`src/verilog/sct_defs.svh`:
```
`ifndef SCT_DEFS_SVH
`define SCT_DEFS_SVH

// ****************************************
// widths
// ****************************************
`define SCT_DQ_W 16
`define SCT_MASK_W 2
`define SCT_COL_W 10
`define SCT_CNT_W 8

// ****************************************
// command codes {cs_n, ras_n, cas_n, we_n}
// ****************************************
`define SCT_CMD_READ 4'h5
`define SCT_CMD_WRITE 4'h4
`define SCT_CMD_PRE 4'h2
`define SCT_CMD_STOP 4'h6
`define SCT_CMD_NOP 4'hF

// ****************************************
// cycle figures
// ****************************************
`define SCT_LAT_2 2'h2
`define SCT_COL_CMD_GAP 1
`define SCT_BURST_LEN 8'h04
`define SCT_CNT_ONE 8'h01
`define SCT_COL_ONE 10'h001
`define SCT_CNT_ZERO 8'h00

`endif

```
`src/verilog/sct_pkg.sv`:
```
`default_nettype none
`include "sct_defs.svh"

package sct_pkg;

    typedef enum logic [1:0] {SCT_IDLE, SCT_READ, SCT_WRITE} sct_burst_e;

    // ****************************************
    // controller pins, write port, read port
    // ****************************************
    typedef struct packed {
        logic cke;
        logic [3:0] cmd;
        logic [`SCT_COL_W-1:0] col;
        logic [`SCT_MASK_W-1:0] dqm;
        logic [`SCT_DQ_W-1:0] dq;
    } sct_pins_s;

    typedef struct packed {
        logic en;
        logic [`SCT_COL_W-1:0] col;
        logic [`SCT_MASK_W-1:0] mask;
        logic [`SCT_DQ_W-1:0] data;
    } sct_wr_s;

    typedef struct packed {
        logic en;
        logic [`SCT_COL_W-1:0] col;
    } sct_rd_s;

    // ****************************************
    // whole module state
    // ****************************************
    typedef struct packed {
        sct_pins_s sync1;
        sct_pins_s sync2;
        logic suspended;
        sct_burst_e kind;
        logic [`SCT_CNT_W-1:0] cnt;
        logic [`SCT_COL_W-1:0] col;
        sct_wr_s wr;
        sct_rd_s rd;
        logic rd_v2;
        logic [`SCT_DQ_W-1:0] rd_hold;
        logic [`SCT_MASK_W-1:0] mask_d1;
        logic [`SCT_DQ_W-1:0] dq;
        logic [`SCT_MASK_W-1:0] dq_oe_n;
    } sct_state_s;

endpackage

`default_nettype wire

```
`src/verilog/sct_device.sv`:
```
`default_nettype none
`include "sct_defs.svh"

// Summary of operation
// - column commands accepted on every clock
// - suspend begins 1 cycle after cke low
// - suspend ends 1 cycle after cke high
// - write mask blocks data on same edge
// - mask and write data share one edge
// - read mask floats output 2 cycles later
// - first write data taken with command
// - precharge floats reads after read latency
module sct_device #(
    parameter logic [`SCT_CNT_W-1:0] BURST_LEN = `SCT_BURST_LEN
) (
    // clock and reset
    input wire logic clk,
    input wire logic resetn,
    // controller pins
    input wire sct_pkg::sct_pins_s pins_i,
    output logic [`SCT_DQ_W-1:0] dq_o,
    output logic [`SCT_MASK_W-1:0] dq_oe_n_o,
    // mode setting
    input wire logic [1:0] read_latency,
    // array side
    output sct_pkg::sct_wr_s wr_o,
    output sct_pkg::sct_rd_s rd_o,
    input wire logic [`SCT_DQ_W-1:0] rd_data,
    // status
    output logic suspended_o
);
    import sct_pkg::*;

    // ****************************************
    // reset release
    // ****************************************
    logic rst_meta_r;
    logic rst_n_r;

    always_ff @(posedge clk or negedge resetn) begin
        if (!resetn) begin
            rst_meta_r <= 1'b0;
            rst_n_r <= 1'b0;
        end else begin
            rst_meta_r <= 1'b1;
            rst_n_r <= rst_meta_r;
        end
    end

    // ****************************************
    // state update
    // ****************************************
    sct_state_s state_r;
    sct_state_s state_nxt;
    sct_pins_s p;
    logic [3:0] cmd;
    logic lat2;

    function automatic logic [3:0] live_cmd(input sct_pins_s pin, input logic susp);
        live_cmd = susp ? `SCT_CMD_NOP : pin.cmd;
    endfunction

    always_comb begin
        state_nxt = state_r;
        p = state_r.sync2;
        cmd = live_cmd(p, state_r.suspended);
        lat2 = (read_latency == `SCT_LAT_2);
        state_nxt.sync1 = pins_i;
        state_nxt.sync2 = state_r.sync1;
        state_nxt.suspended = !p.cke;
        state_nxt.wr.en = 1'b0;
        state_nxt.rd.en = 1'b0;
        case (cmd)
            `SCT_CMD_READ: begin
                state_nxt.kind = SCT_READ;
                state_nxt.col = p.col;
                state_nxt.cnt = BURST_LEN - `SCT_CNT_ONE;
                state_nxt.rd = '{en: 1'b1, col: p.col};
            end
            `SCT_CMD_WRITE: begin
                state_nxt.kind = SCT_WRITE;
                state_nxt.col = p.col;
                state_nxt.cnt = BURST_LEN - `SCT_CNT_ONE;
                state_nxt.wr = '{en: 1'b1, col: p.col, mask: p.dqm, data: p.dq};
            end
            `SCT_CMD_PRE, `SCT_CMD_STOP: begin
                state_nxt.kind = SCT_IDLE;
                state_nxt.cnt = `SCT_CNT_ZERO;
            end
            default: begin
                if (!state_r.suspended && state_r.cnt != `SCT_CNT_ZERO) begin
                    state_nxt.col = state_r.col + `SCT_COL_ONE;
                    state_nxt.cnt = state_r.cnt - `SCT_CNT_ONE;
                    if (state_r.kind == SCT_READ) begin
                        state_nxt.rd = '{en: 1'b1, col: state_nxt.col};
                    end
                    if (state_r.kind == SCT_WRITE) begin
                        state_nxt.wr = '{en: 1'b1, col: state_nxt.col, mask: p.dqm, data: p.dq};
                    end
                end
            end
        endcase
        state_nxt.rd_v2 = state_r.rd.en;
        state_nxt.rd_hold = rd_data;
        state_nxt.mask_d1 = p.dqm;
        state_nxt.dq = lat2 ? rd_data : state_r.rd_hold;
        state_nxt.dq_oe_n = ~{`SCT_MASK_W{lat2 ? state_r.rd.en : state_r.rd_v2}}
            | state_r.mask_d1;
    end

    always_ff @(posedge clk or negedge rst_n_r) begin
        if (!rst_n_r) begin
            state_r <= '0;
            state_r.sync1.cmd <= `SCT_CMD_NOP;
            state_r.sync2.cmd <= `SCT_CMD_NOP;
            state_r.suspended <= 1'b1;
            state_r.dq_oe_n <= '1;
        end else begin
            state_r <= state_nxt;
        end
    end

    assign dq_o = state_r.dq;
    assign dq_oe_n_o = state_r.dq_oe_n;
    assign wr_o = state_r.wr;
    assign rd_o = state_r.rd;
    assign suspended_o = state_r.suspended;

    // ****************************************
    // checks
    // ****************************************
    logic rd_acc;
    logic wr_acc;
    logic pre_acc;
    logic cke_s;

    assign rd_acc = live_cmd(state_r.sync2, state_r.suspended) == `SCT_CMD_READ;
    assign wr_acc = live_cmd(state_r.sync2, state_r.suspended) == `SCT_CMD_WRITE;
    assign pre_acc = live_cmd(state_r.sync2, state_r.suspended) == `SCT_CMD_PRE;
    assign cke_s = state_r.sync2.cke;

    property p_col_every_clock;
        @(posedge clk) disable iff (!rst_n_r)
        rd_acc ##1 rd_acc |=> rd_o.en && (rd_o.col == $past(state_r.sync2.col));
    endproperty
    a_col_every_clock: assert property (p_col_every_clock) else $error("column not taken on consecutive clock");

    property p_suspend_entry;
        @(posedge clk) disable iff (!rst_n_r)
        $fell(cke_s) |=> suspended_o;
    endproperty
    a_suspend_entry: assert property (p_suspend_entry) else $error("suspend not entered one cycle after cke low");

    property p_suspend_exit;
        @(posedge clk) disable iff (!rst_n_r)
        $rose(cke_s) |=> !suspended_o;
    endproperty
    a_suspend_exit: assert property (p_suspend_exit) else $error("suspend not left one cycle after cke high");

    property p_write_mask;
        @(posedge clk) disable iff (!rst_n_r)
        wr_acc |=> wr_o.mask == $past(state_r.sync2.dqm);
    endproperty
    a_write_mask: assert property (p_write_mask) else $error("write mask not from same edge");

    property p_write_data;
        @(posedge clk) disable iff (!rst_n_r)
        wr_acc ##1 (!state_r.suspended && state_r.kind == SCT_WRITE && state_r.cnt != '0
            && state_r.sync2.cmd == `SCT_CMD_NOP) |=> wr_o.en && wr_o.data == $past(state_r.sync2.dq);
    endproperty
    a_write_data: assert property (p_write_data) else $error("burst write data not from its own edge");

    property p_read_mask;
        @(posedge clk) disable iff (!rst_n_r)
        state_r.sync2.dqm[0] |-> ##2 dq_oe_n_o[0];
    endproperty
    a_read_mask: assert property (p_read_mask) else $error("read mask did not float output two cycles later");

    property p_write_first;
        @(posedge clk) disable iff (!rst_n_r)
        wr_acc |=> wr_o.en && wr_o.data == $past(state_r.sync2.dq) && wr_o.col == $past(state_r.sync2.col);
    endproperty
    a_write_first: assert property (p_write_first) else $error("first write data not taken with command");

    property p_pre_float;
        @(posedge clk) disable iff (!rst_n_r)
        pre_acc && $stable(read_latency) |-> if (read_latency == `SCT_LAT_2) ##2 (dq_oe_n_o == '1)
            else ##3 (dq_oe_n_o == '1);
    endproperty
    a_pre_float: assert property (p_pre_float) else $error("output not floated after precharge");

    c_read: cover property (@(posedge clk) disable iff (!rst_n_r) rd_acc ##[2:3] !dq_oe_n_o[0]);
    c_write: cover property (@(posedge clk) disable iff (!rst_n_r) wr_acc ##1 wr_o.en ##1 wr_o.en);
    c_pre: cover property (@(posedge clk) disable iff (!rst_n_r) rd_acc ##1 pre_acc);
    c_susp: cover property (@(posedge clk) disable iff (!rst_n_r) suspended_o ##1 !suspended_o);

endmodule

`default_nettype wire

```
`config.mk`:
```
export PLATFORM = sky130hd
export DESIGN_NAME = sct_device
export DESIGN_NICKNAME = d
export VERILOG_FILES = /design/src/verilog/sct_pkg.sv /design/src/verilog/sct_device.sv
export VERILOG_INCLUDE_DIRS = /design/src /design/src/verilog
export SDC_FILE = /design/constraint.sdc
export NUM_CORES = 1
export LEC_CHECK = 0
export BUFFER_PORTS_ARGS = -buffer_cell sky130_fd_sc_hd__buf_2
export CORE_ASPECT_RATIO = 2
export CORE_MARGIN = 10
export CORE_UTILIZATION = 55
export CTS_CLUSTER_SIZE = 24
export DETAILED_ROUTE_END_ITERATION = 12
export HOLD_SLACK_MARGIN = 0.06
export PLACE_DENSITY = 0.76
export SYNTH_ARGS = -nofsm -noshare
export SYNTH_HDL_FRONTEND = slang
export SYNTH_SLANG_ARGS = --single-unit
export TNS_END_PERCENT = 50
```
`constraint.sdc`:
```
create_clock -name clk -period 10 [get_ports clk]
set_input_delay 2 -clock clk [delete_from_list [all_inputs] [get_ports clk]]
set_output_delay 2 -clock clk [all_outputs]
set_load 0.02 [all_outputs]
```
==> impl_results.md <==
- Status: finished clean
- Area growth from synthesis to layout: 12.9%
- Crit-path cells: buf_2
- Min-delay src: state_nxt[111]
- Hold Crit Endpoint: p[13]
- Resized Gates After CTS: 0
- Final Critical Period: 3230 ps
- 1st-iter DRT viols: 210
- N_diodes: 0
- Max Cap Viol: 0
- Number of nets with antenna violations after routing: 0
- Slew HR: 16.5%
- XOR/XNOR share of the synthesized area: 2.14%
- Power per Cell Area: 269 mW/mm^2
- Overflow after GRT: 0
- Share of cells above drive strength 1: 41.0%
- Multiplexer area fraction after synthesis: 6.94%
- Post-layout nets: 546
- CTS Buffer Depth: 2
- Core Footprint: 0.0109 sq mm
- CTS clk-pin slew, worst paths: 60 ps
- HPWL Detailed: 8130 microns
- WHS Path Cells: 0
- Pin count of the biggest net entering global routing: 88
- Via Count: 3329
- Tcrit/Tclk final: 32.3%
- Seq cells post-synth: 166
- Initial antenna violation count: 0
- Reg power frac: 46.3%
- Reg-to-Reg Start: p[30]
- Post-synth cell types: 48
- Pint: 1290 uW
- Max Fanout on Critical Path: 9
- Synth Cell Area: 0.00613 sq mm
- Crit end category: output port
- Clock Skew: 10.5 ps
- Total power: 1870 uW
- Combinational power share: 20.4%
- Post-synthesis async set-or-reset flop share: 100%
- Routed vias/inst: 5.18
- Slew @ Worst Pin: 1250 ps
- Routability cong.: 0.892
- Final setup violation count: 0
- Max stage delay cell, worst path: dfstp_2
- Fin. max-slew vios: 0
- Cell count of the worst reg-to-reg path: 4
- Sw frac: 30.6%
- Worst-case vdd ir drop: 0.000170 V
- Root buf cell: clkbuf_16
- Static leakage: 0.00324 uW
- CP max stage delay: 620 ps
- Max Freq: 309 MHz
- Commonest non-fill, non-tap cell in the layout: dfrtp_1
- Buffer and inverter count on the worst path: 1
- Cell count after synthesis: 430
- Combinational family with the most area after synthesis: buffers and inverters
- Clock share of power: 33.3%
- Number of flops mapped to enable cells by yosys: 0
- CTS Hold Bufs: 0
- CTS sink count: 166
- Iteration count of the initial detailed-routing pass: 4
- Hold Fails Final Rpt: 0
- Delay-heaviest family, CP: flip-flops
- Synthesized area per cell: 14.3 sq um
- R2R setup slack: 6910 ps
- Final setup TNS: 0 ps
- # H-tree levels: 4
- Total CTS buffers: 17
- Worst hold slack: 344 ps
- Most frequent cells in the layout: dfrtp_1 (154), buf_2 (111), mux2_2 (36)
- Post-Route WL: 11600 microns
- Hold/Removal Path Class: reg2reg
- Final core utilization: 63.2%
- Clk_lat worst skew: 420 ps
- Unrepaired setup endpoints after global routing: no
- Data required, critical path: 8000 ps
- Vias in the first global route: 3704
- CTS tree: done
- Register area share after synthesis: 68.0%
- Crit path DAT: 1230 ps
- Synth warnings: 0
- # port buffers: 111
- Post-synthesis simple-gate area fraction: 6.31%
- Die area: 0.0160 sq mm
- Wirelength per Cell: 18.0 microns
- Critical Path Start Type: flip-flop
- Total Routing Usage GR: 15.1%
- Final routed DRC violation total: 0
- # IOs: 112
- Die width: 94.7 microns
- Cell Rows: 54
- Synth Area in Compound Gates: 6.61%
- Setup Fix Bufs, Post-CTS: 0
- First-pass GRT wire length: 18500 microns
- Post-Synth Adder-Cell Area: 0.612%
- Reg-to-reg endpoint: wr_o[1]
- Psw: 572 uW
- Die Span Y: 169 microns
- Synthesized net count: 486
- Most used DFF post-synth: dfrtp_1
- Initial Util: 56.0%
- CP Class: reg2out
-- layer usage --
metal	routed length (microns)	share of wire [%]	global-route usage (%)
met5	0	0	0
met4	257	2.2	7.26
met3	657	5.7	4.34
met2	6480	56	26.8
met1	4180	36	15.5
-- worst max-delay path by stage --
stage,startpoint,to,cells past startpoint
floorplan,rst_n_r,cke_s,0
global placement,p[30],wr_o[4],4
detailed placement,p[30],wr_o[5],4
CTS,suspended_o,suspended_o,1
global route,suspended_o,suspended_o,1
finish,suspended_o,suspended_o,1
-- stage by stage --
stage	setup WS, ps	std cells	instance area [sq um]
floorplan	5050	430	6130
global placement	7030	611	6350
detailed placement	6940	611	6350
CTS	6740	643	6920
global route	6720	643	6920
finish	6770	643	6920
-- power groups by stage --
stage               Sequential (uW)  Clock (uW)  Combinational [uW]
floorplan                       857           0                 365
global placement                871           0                 373
detailed placement              877           0                 385
CTS                             865         636                 388
global route                    879         663                 415
finish                          863         622                 380
-- registers in the layout, indices dropped and copies added (netlist names), 2 cells and up --
signal	count
state_r	39
state_nxt	33
p	32
wr_o	29
dq_o	16
rd_o	11
dq_oe_n_o	2
-- synthesized netlist by cell type, drive strengths merged, types with 3 or more instances --
| library cell | n | share of area (%) |
|---|---|---|
| nand3 | 6 | 0.49 |
| dfrtp | 155 | 63 |
| o21ai | 11 | 0.90 |
| or2 | 3 | 0.31 |
| a21oi | 3 | 0.24 |
| dfstp | 11 | 4.7 |
| buf | 67 | 8.2 |
| clkbuf | 6 | 0.53 |
| xnor2 | 8 | 1.1 |
| nor4 | 4 | 0.51 |
| a2bb2oi | 4 | 0.57 |
| mux2 | 36 | 6.6 |
| inv | 10 | 0.61 |
| xor2 | 7 | 1.0 |
| nor3 | 5 | 0.41 |
| nand2 | 11 | 0.67 |
| a221o | 20 | 3.3 |
| ha | 3 | 0.61 |
| nor2 | 34 | 2.1 |
-- logic make-up (layout without fill, tap and decap cells) --
logic type,Yosys count,after routing
flops,166,166
buf+inv,83,156
simple gates,76,76
compound gates,48,48
mux,38,38
xor+xnor,15,15
fa+ha+maj,3,3
other cells,1,1
-- final cells by class --
cell class,instances,area (sq um)
Clock inverter,14,141
Multi-Input combinational cell,181,1390
Fill cell,885,4020
Sequential cell,166,4170
Tap cell,140,175
Inverter,10,37.5
Clock buffer,18,429
Timing Repair Buffer,114,578
(Power assumes the default switching activity.)
